===== config.mk =====
export PLATFORM = sky130hd
export DESIGN_NAME = buck_startup_fault_sequencer
export DESIGN_NICKNAME = d
export VERILOG_FILES = /design/src/buck_seq_pkg.sv /design/src/buck_startup_fault_sequencer.sv /design/src/pin_sync.sv
export SDC_FILE = /design/constraint.sdc
export NUM_CORES = 1
export LEC_CHECK = 0
export ABC_AREA = 1
export BUFFER_PORTS_ARGS = -buffer_cell sky130_fd_sc_hd__buf_2
export CORE_UTILIZATION = 50
export DETAILED_ROUTE_END_ITERATION = 16
export GPL_TIMING_DRIVEN = 0
export PLACE_DENSITY_LB_ADDON = 0.05
export SKIP_CTS_REPAIR_TIMING = 1
export SLEW_MARGIN = 20
export SYNTH_ARGS = -nofsm -noshare
export SYNTH_HDL_FRONTEND = slang
export SYNTH_SLANG_ARGS = --single-unit

===== constraint.sdc =====
create_clock -name core_clk_in -period 2.2 [get_ports core_clk_in]
set_input_delay 0.22 -clock core_clk_in [delete_from_list [all_inputs] [get_ports core_clk_in]]
set_output_delay 0.22 -clock core_clk_in [all_outputs]
set_load 0.01 [all_outputs]

===== src/buck_seq_pkg.sv =====
// Package of constants for the buck start-up and fault sequencer.
// Assumes a 10 MHz core clock; all timings are derived from it.
package buck_seq_pkg;
    localparam int CLK_HZ = 10000000;
    localparam int SAMPLE_MS = 1;
    localparam int PRECOND_MS = 1;
    localparam int HICCUP_MS = 50;
    localparam int SAMPLE_CYCLES = SAMPLE_MS * (CLK_HZ / 1000);
    localparam int PRECOND_CYCLES = PRECOND_MS * (CLK_HZ / 1000);
    localparam int HICCUP_CYCLES = HICCUP_MS * (CLK_HZ / 1000);
    localparam int SOFT_START_MS = 4;
    localparam int SOFT_START_CYCLES = SOFT_START_MS * (CLK_HZ / 1000);
    localparam int SWITCH_HZ = 600000;
    localparam int SWITCH_DIV = CLK_HZ / SWITCH_HZ;
    localparam logic [2:0] OC_FAULT_COUNT = 3'h7;
    localparam logic [2:0] OC_RESET = 3'h0;
    // Trip level selections, value in millivolts.
    localparam logic [8:0] TRIP_280_MV = 9'h118;
    localparam logic [8:0] TRIP_200_MV = 9'h0C8;
    localparam logic [8:0] TRIP_100_MV = 9'h064;
    localparam logic [1:0] CLASS_OPEN = 2'h0;
    localparam logic [1:0] CLASS_12K = 2'h1;
    localparam logic [1:0] CLASS_4K = 2'h2;
    typedef enum logic [5:0] {
        ST_OFF = 6'h01,
        ST_SAMPLE = 6'h02,
        ST_PRECOND = 6'h04,
        ST_SOFT = 6'h08,
        ST_RUN = 6'h10,
        ST_HICCUP = 6'h20
    } seq_state_t;
endpackage : buck_seq_pkg


===== src/buck_startup_fault_sequencer.sv =====
// Start-up, overcurrent counting and hiccup sequencing of a buck controller.
// Assumes comparator and pin levels arrive asynchronously and are resampled.
// Function
// - Below the lockout level both gate drives are held off.
// - Oscillator and start-up run only with supply good and enable high.
// - Enable low forces shutdown with the internal 5 V rail turned off.
// - After the 5 V rail is up the comp node is sampled at 400 mV for 1 ms.
// - The sampled class picks a 280, 200 or 100 mV low-side trip level.
// - The comp node is then held low for 1 ms before any switching.
// - After both phases soft start engages and switching is allowed.
// - A cycle with either drop over its trip level counts the counter up.
// - A high-side drop over its fixed level ends that pulse at once.
// - A cycle with no drop over its trip level counts the counter down.
// - At a count of seven a fault turns both transistors off.
// - After a fault both stay off about 50 ms and then a restart is tried.
`timescale 1ns/1ps
`default_nettype none
module buck_startup_fault_sequencer #(
    parameter int SAMPLE_CYCLES = buck_seq_pkg::SAMPLE_CYCLES,
    parameter int PRECOND_CYCLES = buck_seq_pkg::PRECOND_CYCLES,
    parameter int HICCUP_CYCLES = buck_seq_pkg::HICCUP_CYCLES,
    parameter int SOFT_START_CYCLES = buck_seq_pkg::SOFT_START_CYCLES,
    parameter int SWITCH_DIV = buck_seq_pkg::SWITCH_DIV
) (
    // Clock and reset.
    input wire logic core_clk_in,
    input wire logic reset_n_in,
    // Supply and enable status from analog comparators.
    input wire logic supply_undervoltage_lockout_in,
    input wire logic enable_high_in,
    input wire logic rail_5v_good_in,
    // Resistor classification comparators during sampling.
    input wire logic comp_current_high_in,
    input wire logic comp_current_low_in,
    // Overcurrent comparators and PWM demand.
    input wire logic high_side_trip_in,
    input wire logic low_side_trip_in,
    input wire logic pwm_demand_in,
    // Gate drives and sequencing status.
    output logic high_side_gate_drive_out,
    output logic low_side_gate_drive_out,
    output logic internal_5v_rail_on_out,
    output logic oscillator_run_out,
    output logic comp_sample_drive_out,
    output logic comp_pull_low_out,
    output logic soft_start_out,
    output logic fault_out,
    output logic [8:0] low_side_trip_level_out
);
    logic supply_undervoltage_lockout_s, en_s, rail_s, cur_hi_s, cur_lo_s, hs_trip_s, ls_trip_s;
    logic [6:0] sync_v;

    pin_sync #(.WIDTH(7)) u_sync (
        .clk_in(core_clk_in),
        .reset_n_in(reset_n_in),
        .async_in({supply_undervoltage_lockout_in, enable_high_in,
                   rail_5v_good_in, comp_current_high_in,
                   comp_current_low_in, high_side_trip_in,
                   low_side_trip_in}),
        .sync_out(sync_v)
    );
    assign {supply_undervoltage_lockout_s, en_s, rail_s, cur_hi_s, cur_lo_s, hs_trip_s, ls_trip_s}
        = sync_v;

    buck_seq_pkg::seq_state_t state_reg, state_next;
    logic [19:0] timer_reg, timer_next;
    logic [7:0] div_reg, div_next;
    logic [2:0] oc_reg, oc_next;
    logic cyc_trip_reg, cyc_trip_next;
    logic hs_cut_reg, hs_cut_next;
    logic [1:0] class_reg, class_next;
    logic high_side_gate_drive_reg, high_side_gate_drive_next, low_side_gate_drive_reg, low_side_gate_drive_next;
    logic rail_reg, rail_next, osc_reg, osc_next;
    logic samp_reg, samp_next, low_reg, low_next;
    logic ss_reg, ss_next, fault_reg, fault_next;
    logic [8:0] trip_reg, trip_next;
    logic power_ok, cycle_end, switching, trip_now;

    // Decodes a resistor class into the trip level in millivolts.
    function automatic logic [8:0] class_to_trip(input logic [1:0] cls);
        unique case (cls)
            buck_seq_pkg::CLASS_12K: class_to_trip = buck_seq_pkg::TRIP_280_MV;
            buck_seq_pkg::CLASS_4K: class_to_trip = buck_seq_pkg::TRIP_100_MV;
            default: class_to_trip = buck_seq_pkg::TRIP_200_MV;
        endcase
    endfunction : class_to_trip

    always_comb begin
        power_ok = !supply_undervoltage_lockout_s && en_s;
        switching = (state_reg == buck_seq_pkg::ST_SOFT) ||
                    (state_reg == buck_seq_pkg::ST_RUN);
        cycle_end = osc_reg && (div_reg == 8'(SWITCH_DIV - 1));
        trip_now = (high_side_gate_drive_reg && hs_trip_s) || (low_side_gate_drive_reg && ls_trip_s);
        state_next = state_reg;
        timer_next = timer_reg;
        div_next = cycle_end ? 8'h00 : (osc_reg ? div_reg + 8'h01 : 8'h00);
        oc_next = oc_reg;
        cyc_trip_next = cyc_trip_reg;
        hs_cut_next = hs_cut_reg;
        class_next = class_reg;
        trip_next = trip_reg;
        fault_next = fault_reg;
        unique case (state_reg)
            buck_seq_pkg::ST_OFF: begin
                timer_next = 20'h00000;
                if (power_ok && rail_s) begin
                    state_next = buck_seq_pkg::ST_SAMPLE;
                end
            end
            buck_seq_pkg::ST_SAMPLE: begin
                timer_next = timer_reg + 20'h00001;
                if (cur_hi_s) begin
                    class_next = buck_seq_pkg::CLASS_4K;
                end else if (cur_lo_s) begin
                    class_next = buck_seq_pkg::CLASS_12K;
                end else begin
                    class_next = buck_seq_pkg::CLASS_OPEN;
                end
                if (timer_reg == 20'(SAMPLE_CYCLES - 1)) begin
                    trip_next = class_to_trip(class_next);
                    timer_next = 20'h00000;
                    state_next = buck_seq_pkg::ST_PRECOND;
                end
            end
            buck_seq_pkg::ST_PRECOND: begin
                timer_next = timer_reg + 20'h00001;
                if (timer_reg == 20'(PRECOND_CYCLES - 1)) begin
                    timer_next = 20'h00000;
                    state_next = buck_seq_pkg::ST_SOFT;
                end
            end
            buck_seq_pkg::ST_SOFT: begin
                timer_next = timer_reg + 20'h00001;
                if (timer_reg == 20'(SOFT_START_CYCLES - 1)) begin
                    state_next = buck_seq_pkg::ST_RUN;
                end
            end
            buck_seq_pkg::ST_RUN: begin
                timer_next = 20'h00000;
            end
            buck_seq_pkg::ST_HICCUP: begin
                timer_next = timer_reg + 20'h00001;
                if (timer_reg == 20'(HICCUP_CYCLES - 1)) begin
                    timer_next = 20'h00000;
                    fault_next = 1'b0;
                    oc_next = buck_seq_pkg::OC_RESET;
                    state_next = buck_seq_pkg::ST_SOFT;
                end
            end
            default: state_next = buck_seq_pkg::ST_OFF;
        endcase
        if (switching) begin
            if (high_side_gate_drive_reg && hs_trip_s) begin
                hs_cut_next = 1'b1;
            end
            if (trip_now) begin
                cyc_trip_next = 1'b1;
            end
            if (cycle_end) begin
                cyc_trip_next = 1'b0;
                hs_cut_next = 1'b0;
                // A trip in the last clock still belongs to the ending cycle.
                if (cyc_trip_reg || trip_now) begin
                    oc_next = oc_reg + 3'h1;
                end else if (oc_reg != 3'h0) begin
                    oc_next = oc_reg - 3'h1;
                end
            end
            if (oc_reg == buck_seq_pkg::OC_FAULT_COUNT) begin
                fault_next = 1'b1;
                timer_next = 20'h00000;
                cyc_trip_next = 1'b0;
                state_next = buck_seq_pkg::ST_HICCUP;
            end
        end
        if (!power_ok) begin
            state_next = buck_seq_pkg::ST_OFF;
            oc_next = buck_seq_pkg::OC_RESET;
            fault_next = 1'b0;
            cyc_trip_next = 1'b0;
            hs_cut_next = 1'b0;
        end
        rail_next = en_s;
        osc_next = power_ok;
        samp_next = state_next == buck_seq_pkg::ST_SAMPLE;
        low_next = state_next == buck_seq_pkg::ST_PRECOND;
        ss_next = state_next == buck_seq_pkg::ST_SOFT;
        high_side_gate_drive_next = 1'b0;
        low_side_gate_drive_next = 1'b0;
        if ((state_next == buck_seq_pkg::ST_SOFT ||
             state_next == buck_seq_pkg::ST_RUN) && power_ok) begin
            high_side_gate_drive_next = pwm_demand_in && !hs_cut_next;
            low_side_gate_drive_next = !pwm_demand_in;
        end
    end

    always_ff @(posedge core_clk_in) begin
        if (!reset_n_in) begin
            state_reg <= buck_seq_pkg::ST_OFF;
            timer_reg <= 20'h00000;
            div_reg <= 8'h00;
            oc_reg <= buck_seq_pkg::OC_RESET;
            cyc_trip_reg <= 1'b0;
            hs_cut_reg <= 1'b0;
            class_reg <= buck_seq_pkg::CLASS_OPEN;
            trip_reg <= buck_seq_pkg::TRIP_200_MV;
            high_side_gate_drive_reg <= 1'b0;
            low_side_gate_drive_reg <= 1'b0;
            rail_reg <= 1'b0;
            osc_reg <= 1'b0;
            samp_reg <= 1'b0;
            low_reg <= 1'b0;
            ss_reg <= 1'b0;
            fault_reg <= 1'b0;
        end else begin
            state_reg <= state_next;
            timer_reg <= timer_next;
            div_reg <= div_next;
            oc_reg <= oc_next;
            cyc_trip_reg <= cyc_trip_next;
            hs_cut_reg <= hs_cut_next;
            class_reg <= class_next;
            trip_reg <= trip_next;
            high_side_gate_drive_reg <= high_side_gate_drive_next;
            low_side_gate_drive_reg <= low_side_gate_drive_next;
            rail_reg <= rail_next;
            osc_reg <= osc_next;
            samp_reg <= samp_next;
            low_reg <= low_next;
            ss_reg <= ss_next;
            fault_reg <= fault_next;
        end
    end

    assign high_side_gate_drive_out = high_side_gate_drive_reg;
    assign low_side_gate_drive_out = low_side_gate_drive_reg;
    assign internal_5v_rail_on_out = rail_reg;
    assign oscillator_run_out = osc_reg;
    assign comp_sample_drive_out = samp_reg;
    assign comp_pull_low_out = low_reg;
    assign soft_start_out = ss_reg;
    assign fault_out = fault_reg;
    assign low_side_trip_level_out = trip_reg;
endmodule : buck_startup_fault_sequencer
`default_nettype wire


===== src/pin_sync.sv =====
// Three-stage synchroniser for asynchronous pin inputs.
// Assumes one clock; the output changes once stages two and three agree.
`timescale 1ns/1ps
`default_nettype none
module pin_sync #(
    parameter int WIDTH = 1
) (
    input wire logic clk_in,
    input wire logic reset_n_in,
    input wire logic [WIDTH-1:0] async_in,
    output logic [WIDTH-1:0] sync_out
);
    logic [WIDTH-1:0] s1_reg, s2_reg, s3_reg, out_reg;
    logic [WIDTH-1:0] out_next;
    always_comb begin
        out_next = out_reg;
        for (int i = 0; i < WIDTH; i++) begin
            if (s2_reg[i] == s3_reg[i]) begin
                out_next[i] = s3_reg[i];
            end
        end
    end
    always_ff @(posedge clk_in) begin
        if (!reset_n_in) begin
            s1_reg <= '0;
            s2_reg <= '0;
            s3_reg <= '0;
            out_reg <= '0;
        end else begin
            s1_reg <= async_in;
            s2_reg <= s1_reg;
            s3_reg <= s2_reg;
            out_reg <= out_next;
        end
    end
    assign sync_out = out_reg;
endmodule : pin_sync
`default_nettype wire


==> results of run 1 <==
==> stage by stage <==
stage / power [W] / hold slack [ns] / cell area, µm² / setup WS (ns) / util [%]
after floorplan: 0.00153 / 0.292 / 3700 / 0.514 / -
after global placement: 0.00155 / 0.395 / 3930 / 0.207 / 56.3
after detailed placement: 0.00155 / 0.398 / 3930 / 0.198 / 56.3
after CTS: 0.00280 / 0.00642 / 4160 / 0.162 / 59.6
after global routing: 0.00287 / 0.0146 / 4160 / 0.0454 / 59.6
final: 0.00276 / 0.0240 / 4160 / 0.148 / 59.6
==> worst max-delay path by stage <==
stage / slack (ns) / cells after the start / end
after floorplan: 0.51 / 9 / timer_reg[10]$_SDFF_PN0_
after global placement: 0.21 / 9 / timer_reg[17]$_SDFF_PN0_
after detailed placement: 0.20 / 9 / timer_reg[10]$_SDFF_PN0_
after CTS: 0.16 / 9 / timer_reg[5]$_SDFF_PN0_
after global routing: 0.05 / 9 / timer_reg[10]$_SDFF_PN0_
final: 0.15 / 9 / timer_reg[5]$_SDFF_PN0_
==> cell families (layout without fill, tap and decap cells) <==
kind of cell	count (synthesis)	after routing	share of synthesized area, %
adder cells (fa/ha/maj)	6	6	2.03
XOR/XNOR	6	6	1.42
AND/OR/NAND/NOR	272	272	34.0
buffers and inverters	91	130	9.99
flip-flops	80	80	43.4
AO/OA/AOI/OAI	57	57	9.04
other	1	2	0.102
==> routing by layer <==
layer | share of wire, % | vias up | GRT usage [%]
li1 | - | 1697 | -
met1 | 49 | 1442 | 28.3
met2 | 46 | 59 | 35.5
met3 | 4.0 | 8 | 4.24
met4 | 1.1 | 0 | 8.49
met5 | 0 | - | 0
==> Yosys cell counts (2+ instances only) <==
cell,instances
nand2_1,110
dfxtp_1,80
nor2_1,75
inv_1,72
a21oi_1,23
nand3_1,22
nor3_1,15
o21ai_0,15
nor2_2,14
nand4_1,10
o211ai_1,9
clkbuf_1,6
ha_1,6
inv_2,6
nand2_2,6
buf_4,5
xor2_1,5
nand3_2,4
nor4_1,4
o21ai_1,4
and3_1,2
nand3b_1,2
nor3_2,2
==> area by class of cell <==
type	count	area, µm²
fill	674	2820
multi-input combinational	343	1730
sequential	80	1600
inverter	78	293
clock buffer	9	124
tap	96	120
timing repair buffer	23	115
clock inverter	7	108
buffer	13	76.3
==> worst max-delay path, stage by stage (launching register included) <==
cell and delay (ns):
dfxtp_1 0.38, ha_1 0.21, nand3_1 0.23, nor3_2 0.24
nand3_2 0.13, nand3_2 0.12, nand3_2 0.11, o21ai_4 0.27
buf_6 0.22, nor2_2 0.05
==> where the power goes <==
group / leakage [nW] / switching, W / internal, W
Clock: 0.114 / 0.000583 / 0.000663
Combinational: 1.12 / 0.0000286 / 0.0000171
Sequential: 0.648 / 0.00000622 / 0.00146
Total: 1.88 / 0.000618 / 0.00214
==> metrics.md, run 1 <==
| Metric | Value |
|---|---|
| Status | `finished clean` |
| Hold endpoint | `low_side_gate_drive_out$_SDFF_PN0_` |
| # diodes | `0` |
| Residual DRC count | `0` |
| Root Driver | `clkbuf_8` |
| First-pass GRT wire length | `12900 µm` |
| FMAX | `487 MHz` |
| Port-buffer cells | `23` |
| Biggest area consumer among synthesized cells | `dfxtp_1` |
| Tot GR Track Use | `21.7%` |
| Finished Layout Cells | `649` |
| Clk buf depth | `2` |
| FF-to-FF setup slack | `0.15 ns` |
| CP Data Arrival Time | `2.30 ns` |
| Unrepaired setup endpoints after global routing | `false` |
| Commonest non-fill, non-tap cell in the layout | `nand2_1` |
| Crit path max fanout | `10` |
| Asr flop ratio synth | `0%` |
| Cell Area, Synth | `3690 µm²` |
| Top_reg_cell synth | `dfxtp_1` |
| Final Cycle Share | `93.3%` |
| Worst endpoint required time | `2.45 ns` |
| Clk Latency, worst-skew pair | `0.35 ns` |
| Site row count | `30` |
| Final hold vios | `0` |
| Final slew viol count | `0` |
| Reg2reg start | `timer_reg[0]$_SDFF_PN0_` |
| Critical Path Sink Type | `register` |
| TritonRoute pass-1 iters | `4` |
| Final setup violation count | `0` |
| Largest net degree at the start of global routing | `17` |
| Drt initial violations | `189` |
| Clk_skew | `0.00767 ns` |
| #FFs+latches synth | `80` |
| Global placer's final weighted congestion | `0.915` |
| Core ar. | `6980 µm²` |
| Area Overhead vs Synth | `12.7%` |
| Commonest non-fill, non-tap cells in the layout | `110 x nand2_1, 80 x dfxtp_1, 75 x nor2_1` |
| Avg WL per Cell | `11.7 µm` |
| Post-synth top area share | `43.4%` |
| Pwr Density | `663 nW/µm²` |
| H-tree depth | `3` |
| Seq/Total Area, Yosys | `43.4%` |
| Final Critical Period | `2.05 ns` |
| Max VDD drop | `0.000414 V` |
| Initial antenna violation count | `0` |
| Static Leak | `1.88 nW` |
| Startpoint Class | `register` |
| Ratio of cells with drive above 1 in the final layout | `15.6%` |
| TritonCTS clock tree | `yes` |
| Final HPWL from detailed placement | `5670 µm` |
| MaxCap Viol Count | `0` |
| Yosys Warn Count | `0` |
| Nets@finish | `564` |
| Area of the die | `7740 µm²` |
| I/O Pins | `27` |
| Clock Pin Slew Worst Setup and Hold Paths | `0.09 ns` |
| HP Start | `pwm_demand_in` |
| RR Endpoint | `timer_reg[5]$_SDFF_PN0_` |
| Die Width | `88.0 µm` |
| Die Height | `88.0 µm` |
| Hold path cells | `2` |
| Max reg flops | `20` |
| Top area cells in the synthesized netlist | `dfxtp_1 43%, nand2_1 11%, nor2_1 7.6%` |
| DR vias/cell | `4.94` |
| Critical path class | `reg2reg` |
| Number of synthesized flops with an enable pin | `0` |
| CTS sink cnt | `80` |
| Vias in the first global route | `2862` |
| Worst Hold Class | `in2reg` |
| Worst Setup SP | `timer_reg[0]$_SDFF_PN0_` |
| R2R depth | `9` |
| Routed Antenna Nets | `0` |
| Post-synthesis cell count | `513` |
| Starting Density | `52.9%` |
| Dpl cells | `633` |
| Grt ovf | `0` |
| Final WL | `7570 µm` |
| TNS Setup | `0 ns` |
| TritonCTS buffer count | `9` |
| Yosys cell types | `39` |
| Syn_area_per_cell | `7.20 µm²` |
| Total number of vias | `3206` |
No activity file was read; power rests on OpenSTA's default activity.
==> run 2, diff against run 1 <==
Settings changed: CORE_MARGIN from default to 3, REMOVE_ABC_BUFFERS from default to 1.
==> run 2 against run 1 <==
  * Sequential power about the same
  * Sequential cell count unchanged
  * Worst hold slack improved by 0.015 ns
  * Utilization shrank 0.68 points
  * Clock power is essentially flat
  * Largest power group unchanged
  * Global-route usage is 3.6 points lower
==> metrics.md, run 2 (synthesis results as in run 1) <==
| Metric | Value |
|---|---|
| Residual DRC count | `0 (unchanged)` |
| Status | `finished clean` |
| Root Driver | `clkbuf_8` |
| Initial antenna violation count | `0 (unchanged)` |
| Final WL | `7240 µm (-4.4%)` |
| Largest net degree at the start of global routing | `35 (+18)` |
| TNS Setup | `0 ns (unchanged)` |
| Worst endpoint required time | `2.45 ns (about the same)` |
| Max VDD drop | `0.000599 V (+45%)` |
| Area Overhead vs Synth | `11.4%` |
| Drt initial violations | `148 (-22%)` |
| Core ar. | `6980 µm² (unchanged)` |
| MaxCap Viol Count | `0 (unchanged)` |
| Starting Density | `52.9% (unchanged)` |
| Tot GR Track Use | `18.2% (-3.6 points)` |
| Die Width | `92.0 µm (+4.5%)` |
| Slew Limit Headroom | `62.5%` |
| Startpoint Class | `register` |
| Pwr Density | `672 nW/µm² (+1.4%)` |
| Vias in the first global route | `2907 (+1.6%)` |
| H-tree depth | `3 (unchanged)` |
| Number of fill cells | `693 (+2.8%)` |
| # diodes | `0 (unchanged)` |
| TritonCTS clock tree | `yes` |
| Critical path class | `reg2reg` |
| Critical Path Sink Type | `register` |
| Port-buffer cells | `24 (+4.3%)` |
| Worst-Margin Slew | `0.563 ns` |
| Final setup violation count | `0 (unchanged)` |
| I/O Pins | `27 (unchanged)` |
| Worst Hold Class | `in2reg` |
| FMAX | `516 MHz (+5.9%)` |
| Clock Pin Slew Worst Setup and Hold Paths | `0.09 ns (about the same)` |
| Final slew viol count | `0 (unchanged)` |
| Static Leak | `1.85 nW (-1.3%)` |
| First-pass GRT wire length | `12500 µm (-3.0%)` |
| Final HPWL from detailed placement | `5300 µm (-6.7%)` |
| Global placer's final weighted congestion | `0.866 (-5.3%)` |
| Final Cycle Share | `88.1% (-5.2 points)` |
| Routed Antenna Nets | `0 (unchanged)` |
| Avg WL per Cell | `11.3 µm (-2.7%)` |
| Unrepaired setup endpoints after global routing | `false` |
| Commonest non-fill, non-tap cells in the layout | `110 x nand2_1, 80 x dfxtp_1, 75 x nor2_1` |
| Area of the die | `8450 µm² (+9.3%)` |
| Commonest non-fill, non-tap cell in the layout | `nand2_1` |
| Nets@finish | `553 (-2.0%)` |
| Total number of vias | `3162 (-1.4%)` |
| Clk_skew | `0.0125 ns (+0.00482 ns)` |
| Max reg flops | `20 (unchanged)` |
| DR vias/cell | `4.96 (+0.33%)` |
| Clk buf depth | `2 (unchanged)` |
| Final Core Density | `59.0% (-0.68 points)` |
| CTS sink cnt | `80 (unchanged)` |
| TritonRoute pass-1 iters | `4 (unchanged)` |
| Grt ovf | `0 (unchanged)` |
| Final hold vios | `0 (unchanged)` |
| TritonCTS buffer count | `9 (unchanged)` |
| Site row count | `30 (unchanged)` |
| WHS | `0.0388 ns (+0.0148 ns)` |
| Crit path max fanout | `6 (-4)` |
| Clk Latency, worst-skew pair | `0.35 ns (about the same)` |
| Die Height | `92.0 µm (+4.5%)` |
| CP Data Arrival Time | `2.19 ns (-0.11 ns)` |
| Ratio of cells with drive above 1 in the final layout | `14.9% (-0.61 points)` |
| Final Critical Period | `1.94 ns (-0.114 ns)` |
## run 2: final timing paths
kind	start	endpoint	slack (ns)	cells after the start
max	timer_reg[0]$_SDFF_PN0_	high_side_gate_drive_out$_SDFF_PN0_	0.26	10
min reg2reg	u_sync.s1_reg[3]$_SDFF_PN0_	u_sync.s2_reg[3]$_SDFF_PN0_	0.41	2
max reg2reg	timer_reg[0]$_SDFF_PN0_	high_side_gate_drive_out$_SDFF_PN0_	0.26	10
min	pwm_demand_in	low_side_gate_drive_out$_SDFF_PN0_	0.04	2
## run 2: cell type report
| cell class | instances | area, µm² | area share (%) |
|---|---|---|---|
| Tap cell | 96 | 120 | 2.92 |
| Timing Repair Buffer | 25 | 140 | 3.40 |
| Inverter | 78 | 293 | 7.11 |
| Clock buffer | 10 | 138 | 3.34 |
| Sequential cell | 80 | 1600 | 38.9 |
| Clock inverter | 6 | 97.6 | 2.37 |
| Multi-Input combinational cell | 343 | 1730 | 41.9 |
## run 2: layer usage
| layer | share of wire [%] | wire (µm) | GRT usage (%) |
|---|---|---|---|
| met5 | 0 | 0 | 0 |
| met4 | 0.70 | 51 | 5.94 |
| met3 | 4.5 | 326 | 4.43 |
| met2 | 46 | 3310 | 29.9 |
| met1 | 49 | 3560 | 23.4 |
## run 2: critical path, cell delays in order (launching register included)
cell,delay [ns]
dfxtp_1,0.38
ha_1,0.20
nand3_1,0.22
nor2_1,0.24
nand4_1,0.16
nand2_1,0.10
nand2_1,0.05
o21ai_1,0.25
nand2_1,0.08
nand2_1,0.09
nor2_1,0.05
## run 2: stage by stage
| step | worst slack, ns | area, µm² | instances | total power [W] |
|---|---|---|---|---|
| 2_1_floorplan | 0.453 | 3620 | 501 | 0.00152 |
| 3_3_place_gp | 0.111 | 3860 | 621 | 0.00154 |
| 3_5_place_dp | 0.0858 | 3860 | 621 | 0.00154 |
| 4_1_cts | 0.0408 | 4100 | 637 | 0.00280 |
| 5_1_grt | 0.0484 | 4120 | 638 | 0.00287 |
| 6_report | 0.261 | 4120 | 638 | 0.00277 |
## run 2: where the power goes
part | switching [W] | internal [W] | leakage (nW)
registers | 0.00000612 | 0.00146 | 0.648
logic | 0.0000254 | 0.0000136 | 1.09
clock network | 0.000570 | 0.000688 | 0.119
total | 0.000602 | 0.00216 | 1.85
==> run 3, diff against run 2 <==
Settings changed: CORE_ASPECT_RATIO from default to 0.5, CORE_UTILIZATION 50 to 30.
==> run 3 against run 2 <==
  * Combinational power is essentially flat
  * Critical path type unchanged
  * Die area up 63%
  * First-iteration DRC count grew 12%
  * Fmax up 2.1%
  * Critical path depth unchanged
  * Largest cell class unchanged
  * Clock skew fell by 0.0064 ns
  * Cell count increased by 9.9%
  * Routed wire length is 13% higher
  * Clock power is 34% higher
  * Sequential power hardly changed
  * Clock-buffer cell count is the same
==> metrics.md, run 3 (synthesis results as in run 1) <==
| Metric | Value |
|---|---|
| Status | `finished clean` |
| Worst path slowest cell | `dfxtp_1` |
| Worst-Margin Slew | `0.603 ns (+0.0395 ns)` |
| Reg2reg start | `timer_reg[0]$_SDFF_PN0_` |
| P_int | `0.00252 W (+16%)` |
| Clock Pin Slew Worst Setup and Hold Paths | `0.07 ns (-0.02 ns)` |
| Sw frac | `21.1% (-0.64 points)` |
| Area Overhead vs Synth | `16.5%` |
| Vias in the first global route | `2822 (-2.9%)` |
| Worst Setup SP | `timer_reg[0]$_SDFF_PN0_` |
| P_sw | `0.000675 W (+12%)` |
| Drt initial violations | `166 (+12%)` |
| Final Critical Period | `1.90 ns (-0.0394 ns)` |
| Total number of vias | `3030 (-4.2%)` |
| Number of fill cells | `1224 (+77%)` |
| Top cell by count, worst path | `nand2_1` |
| Port-buffer cells | `24 (unchanged)` |
| Nets@finish | `553 (unchanged)` |
| Finished Layout Cells | `701 (+9.9%)` |
| Commonest non-fill, non-tap cells in the layout | `110 x nand2_1, 80 x dfxtp_1, 74 x nor2_1` |
| Crit path max fanout | `6 (unchanged)` |
| Final slew viol count | `0 (unchanged)` |
| Clk Latency, worst-skew pair | `0.34 ns (about the same)` |
| Final hold vios | `0 (unchanged)` |
| Core ar. | `11500 µm² (+65%)` |
| R2R depth | `10 (unchanged)` |
| FMAX | `526 MHz (+2.1%)` |
| Dpl cells | `684 (+10%)` |
| CP Data Arrival Time | `2.13 ns (-0.06 ns)` |
| Avg WL per Cell | `11.7 µm (+3.2%)` |
| MaxCap Viol Count | `0 (unchanged)` |
| Grt ovf | `0 (unchanged)` |
| H-tree depth | `3 (unchanged)` |
| Startpoint Class | `register` |
| First-pass GRT wire length | `14000 µm (+11%)` |
| Multi-input gate area | `1730 µm² (+0.43%)` |
| Pwr Density | `742 nW/µm² (+10%)` |
| Initial antenna violation count | `0 (unchanged)` |
| Site row count | `27 (-10%)` |
| Routed Antenna Nets | `0 (unchanged)` |
| Die Width | `163 µm (+77%)` |
| Commonest non-fill, non-tap cell in the layout | `nand2_1` |
| Clk buf depth | `2 (unchanged)` |
| Crit-path cells | `ha_1 > nand3_2 > nor2_2 > nand4_1 > nand2_1 > nand2_1 > o21ai_1 > nand2_1 > nand2_1 > nor2_1` |
| RR Endpoint | `low_side_gate_drive_out$_SDFF_PN0_` |
| Flop pwr share | `46.0% (-7.1 points)` |
| Unrepaired setup endpoints after global routing | `false` |
| Area of the die | `13800 µm² (+63%)` |
| Starting Density | `32.2% (-21 points)` |
| Comb power frac | `1.2% (-0.2 points)` |
| Critical path class | `reg2reg` |
| CP peak stage delay | `0.37 ns (about the same)` |
| Global placer's final weighted congestion | `0.765 (-12%)` |
| Slew Limit Headroom | `59.8% (-2.6 points)` |
| Final HPWL from detailed placement | `6060 µm (+15%)` |
| Tot GR Track Use | `12.6% (-5.6 points)` |
| Final setup violation count | `0 (unchanged)` |
| Final WL | `8210 µm (+13%)` |
| FF-to-FF setup slack | `0.30 ns (+0.04 ns)` |
| TNS Setup | `0 ns (unchanged)` |
| Critical Path Sink Type | `register` |
| Hold path cells | `3 (+1)` |
| Static Leak | `1.90 nW (+2.5%)` |
| TritonCTS clock tree | `yes` |
| CP Capture Point | `low_side_gate_drive_out$_SDFF_PN0_` |
| Die Height | `84.5 µm (-8.1%)` |
| DR vias/cell | `4.32 (-13%)` |
| CTS sink cnt | `80 (unchanged)` |
| Register area | `1600 µm² (unchanged)` |
| Ratio of cells with drive above 1 in the final layout | `15.3% (+0.37 points)` |
| Worst endpoint required time | `2.43 ns (-0.02 ns)` |
| Max VDD drop | `0.000300 V (-50%)` |
| Clk_skew | `0.00610 ns (-0.00638 ns)` |
| Residual DRC count | `0 (unchanged)` |
| # diodes | `0 (unchanged)` |
| TritonRoute pass-1 iters | `4 (unchanged)` |
| Root Driver | `clkbuf_16` |
| TritonCTS buffer count | `9 (unchanged)` |
| Largest net degree at the start of global routing | `35 (unchanged)` |
| Power share of the clock group | `52.8% (+7.3 points)` |
| I/O Pins | `27 (unchanged)` |
| Max reg flops | `20 (unchanged)` |
| Final Cycle Share | `86.3% (-1.8 points)` |
| Worst Hold Class | `in2reg` |
==> run 3: cell counts in the layout (fill, tap and decap cells not counted) <==
No cell type changed its count.
==> run 3: power groups by stage <==
stage	Clock (W)	Sequential (W)	Combinational, W
6_report	0.00169	0.00147	0.0000394
5_1_grt	0.00180	0.00147	0.0000491
4_1_cts	0.00175	0.00147	0.0000409
3_5_place_dp	0	0.00150	0.0000409
3_3_place_gp	0	0.00150	0.0000405
2_1_floorplan	0	0.00150	0.0000198
==> run 3: worst min-delay path by stage <==
stage | start | to | slack, ns
floorplan | reset_n_in | low_side_trip_level_out[6]$_SDFFE_PN1P_ | 0.29
global placement | u_sync.s1_reg[4]$_SDFF_PN0_ | u_sync.s2_reg[4]$_SDFF_PN0_ | 0.39
detailed placement | u_sync.s1_reg[1]$_SDFF_PN0_ | u_sync.s2_reg[1]$_SDFF_PN0_ | 0.40
CTS | comp_current_low_in | u_sync.s1_reg[2]$_SDFF_PN0_ | 0.04
global route | supply_undervoltage_lockout_in | u_sync.s1_reg[6]$_SDFF_PN0_ | 0.07
finish | enable_high_in | u_sync.s1_reg[5]$_SDFF_PN0_ | 0.06
==> run 3: per-stage QoR <==
step                      utilization, %  instance area (µm²)  hold slack (ns)  power [W]  setup WS [ns]
after floorplan                        -                 3620            0.289    0.00152          0.453
after global placement              34.3                 3940            0.395    0.00154        -0.0115
after detailed placement            34.3                 3940            0.397    0.00154         0.0505
after CTS                           37.2                 4280           0.0418    0.00326       -0.00635
after global routing                37.5                 4300           0.0651    0.00332         0.0466
final                               37.5                 4300           0.0590    0.00320          0.301
==> run 3: worst max-delay path, delay by kind of cell, from the launching register on <==
| family | cells | cell delay, ns |
|---|---|---|
| AO/OA/AOI/OAI | 1 | 0.26 |
| flip-flops | 1 | 0.37 |
| adder cells (fa/ha/maj) | 1 | 0.23 |
| AND/OR/NAND/NOR | 8 | 0.94 |
==> run 3: layout make-up <==
class	instances	share of cell area [%]
multi-input combinational	343	40.3
tap	159	4.62
clock buffer	10	5.55
inverter	78	6.80
sequential	80	37.2
clock inverter	6	2.27
timing repair buffer	25	3.26
==> run 3: layer usage <==
layer | GRT usage, % | share of wire (%) | routed length (µm)
met1 | 19.0 | 58 | 4790
met4 | 3.45 | 0.86 | 71
met2 | 17.3 | 38 | 3080
met5 | 0 | 0 | 0
met3 | 3.60 | 3.3 | 270
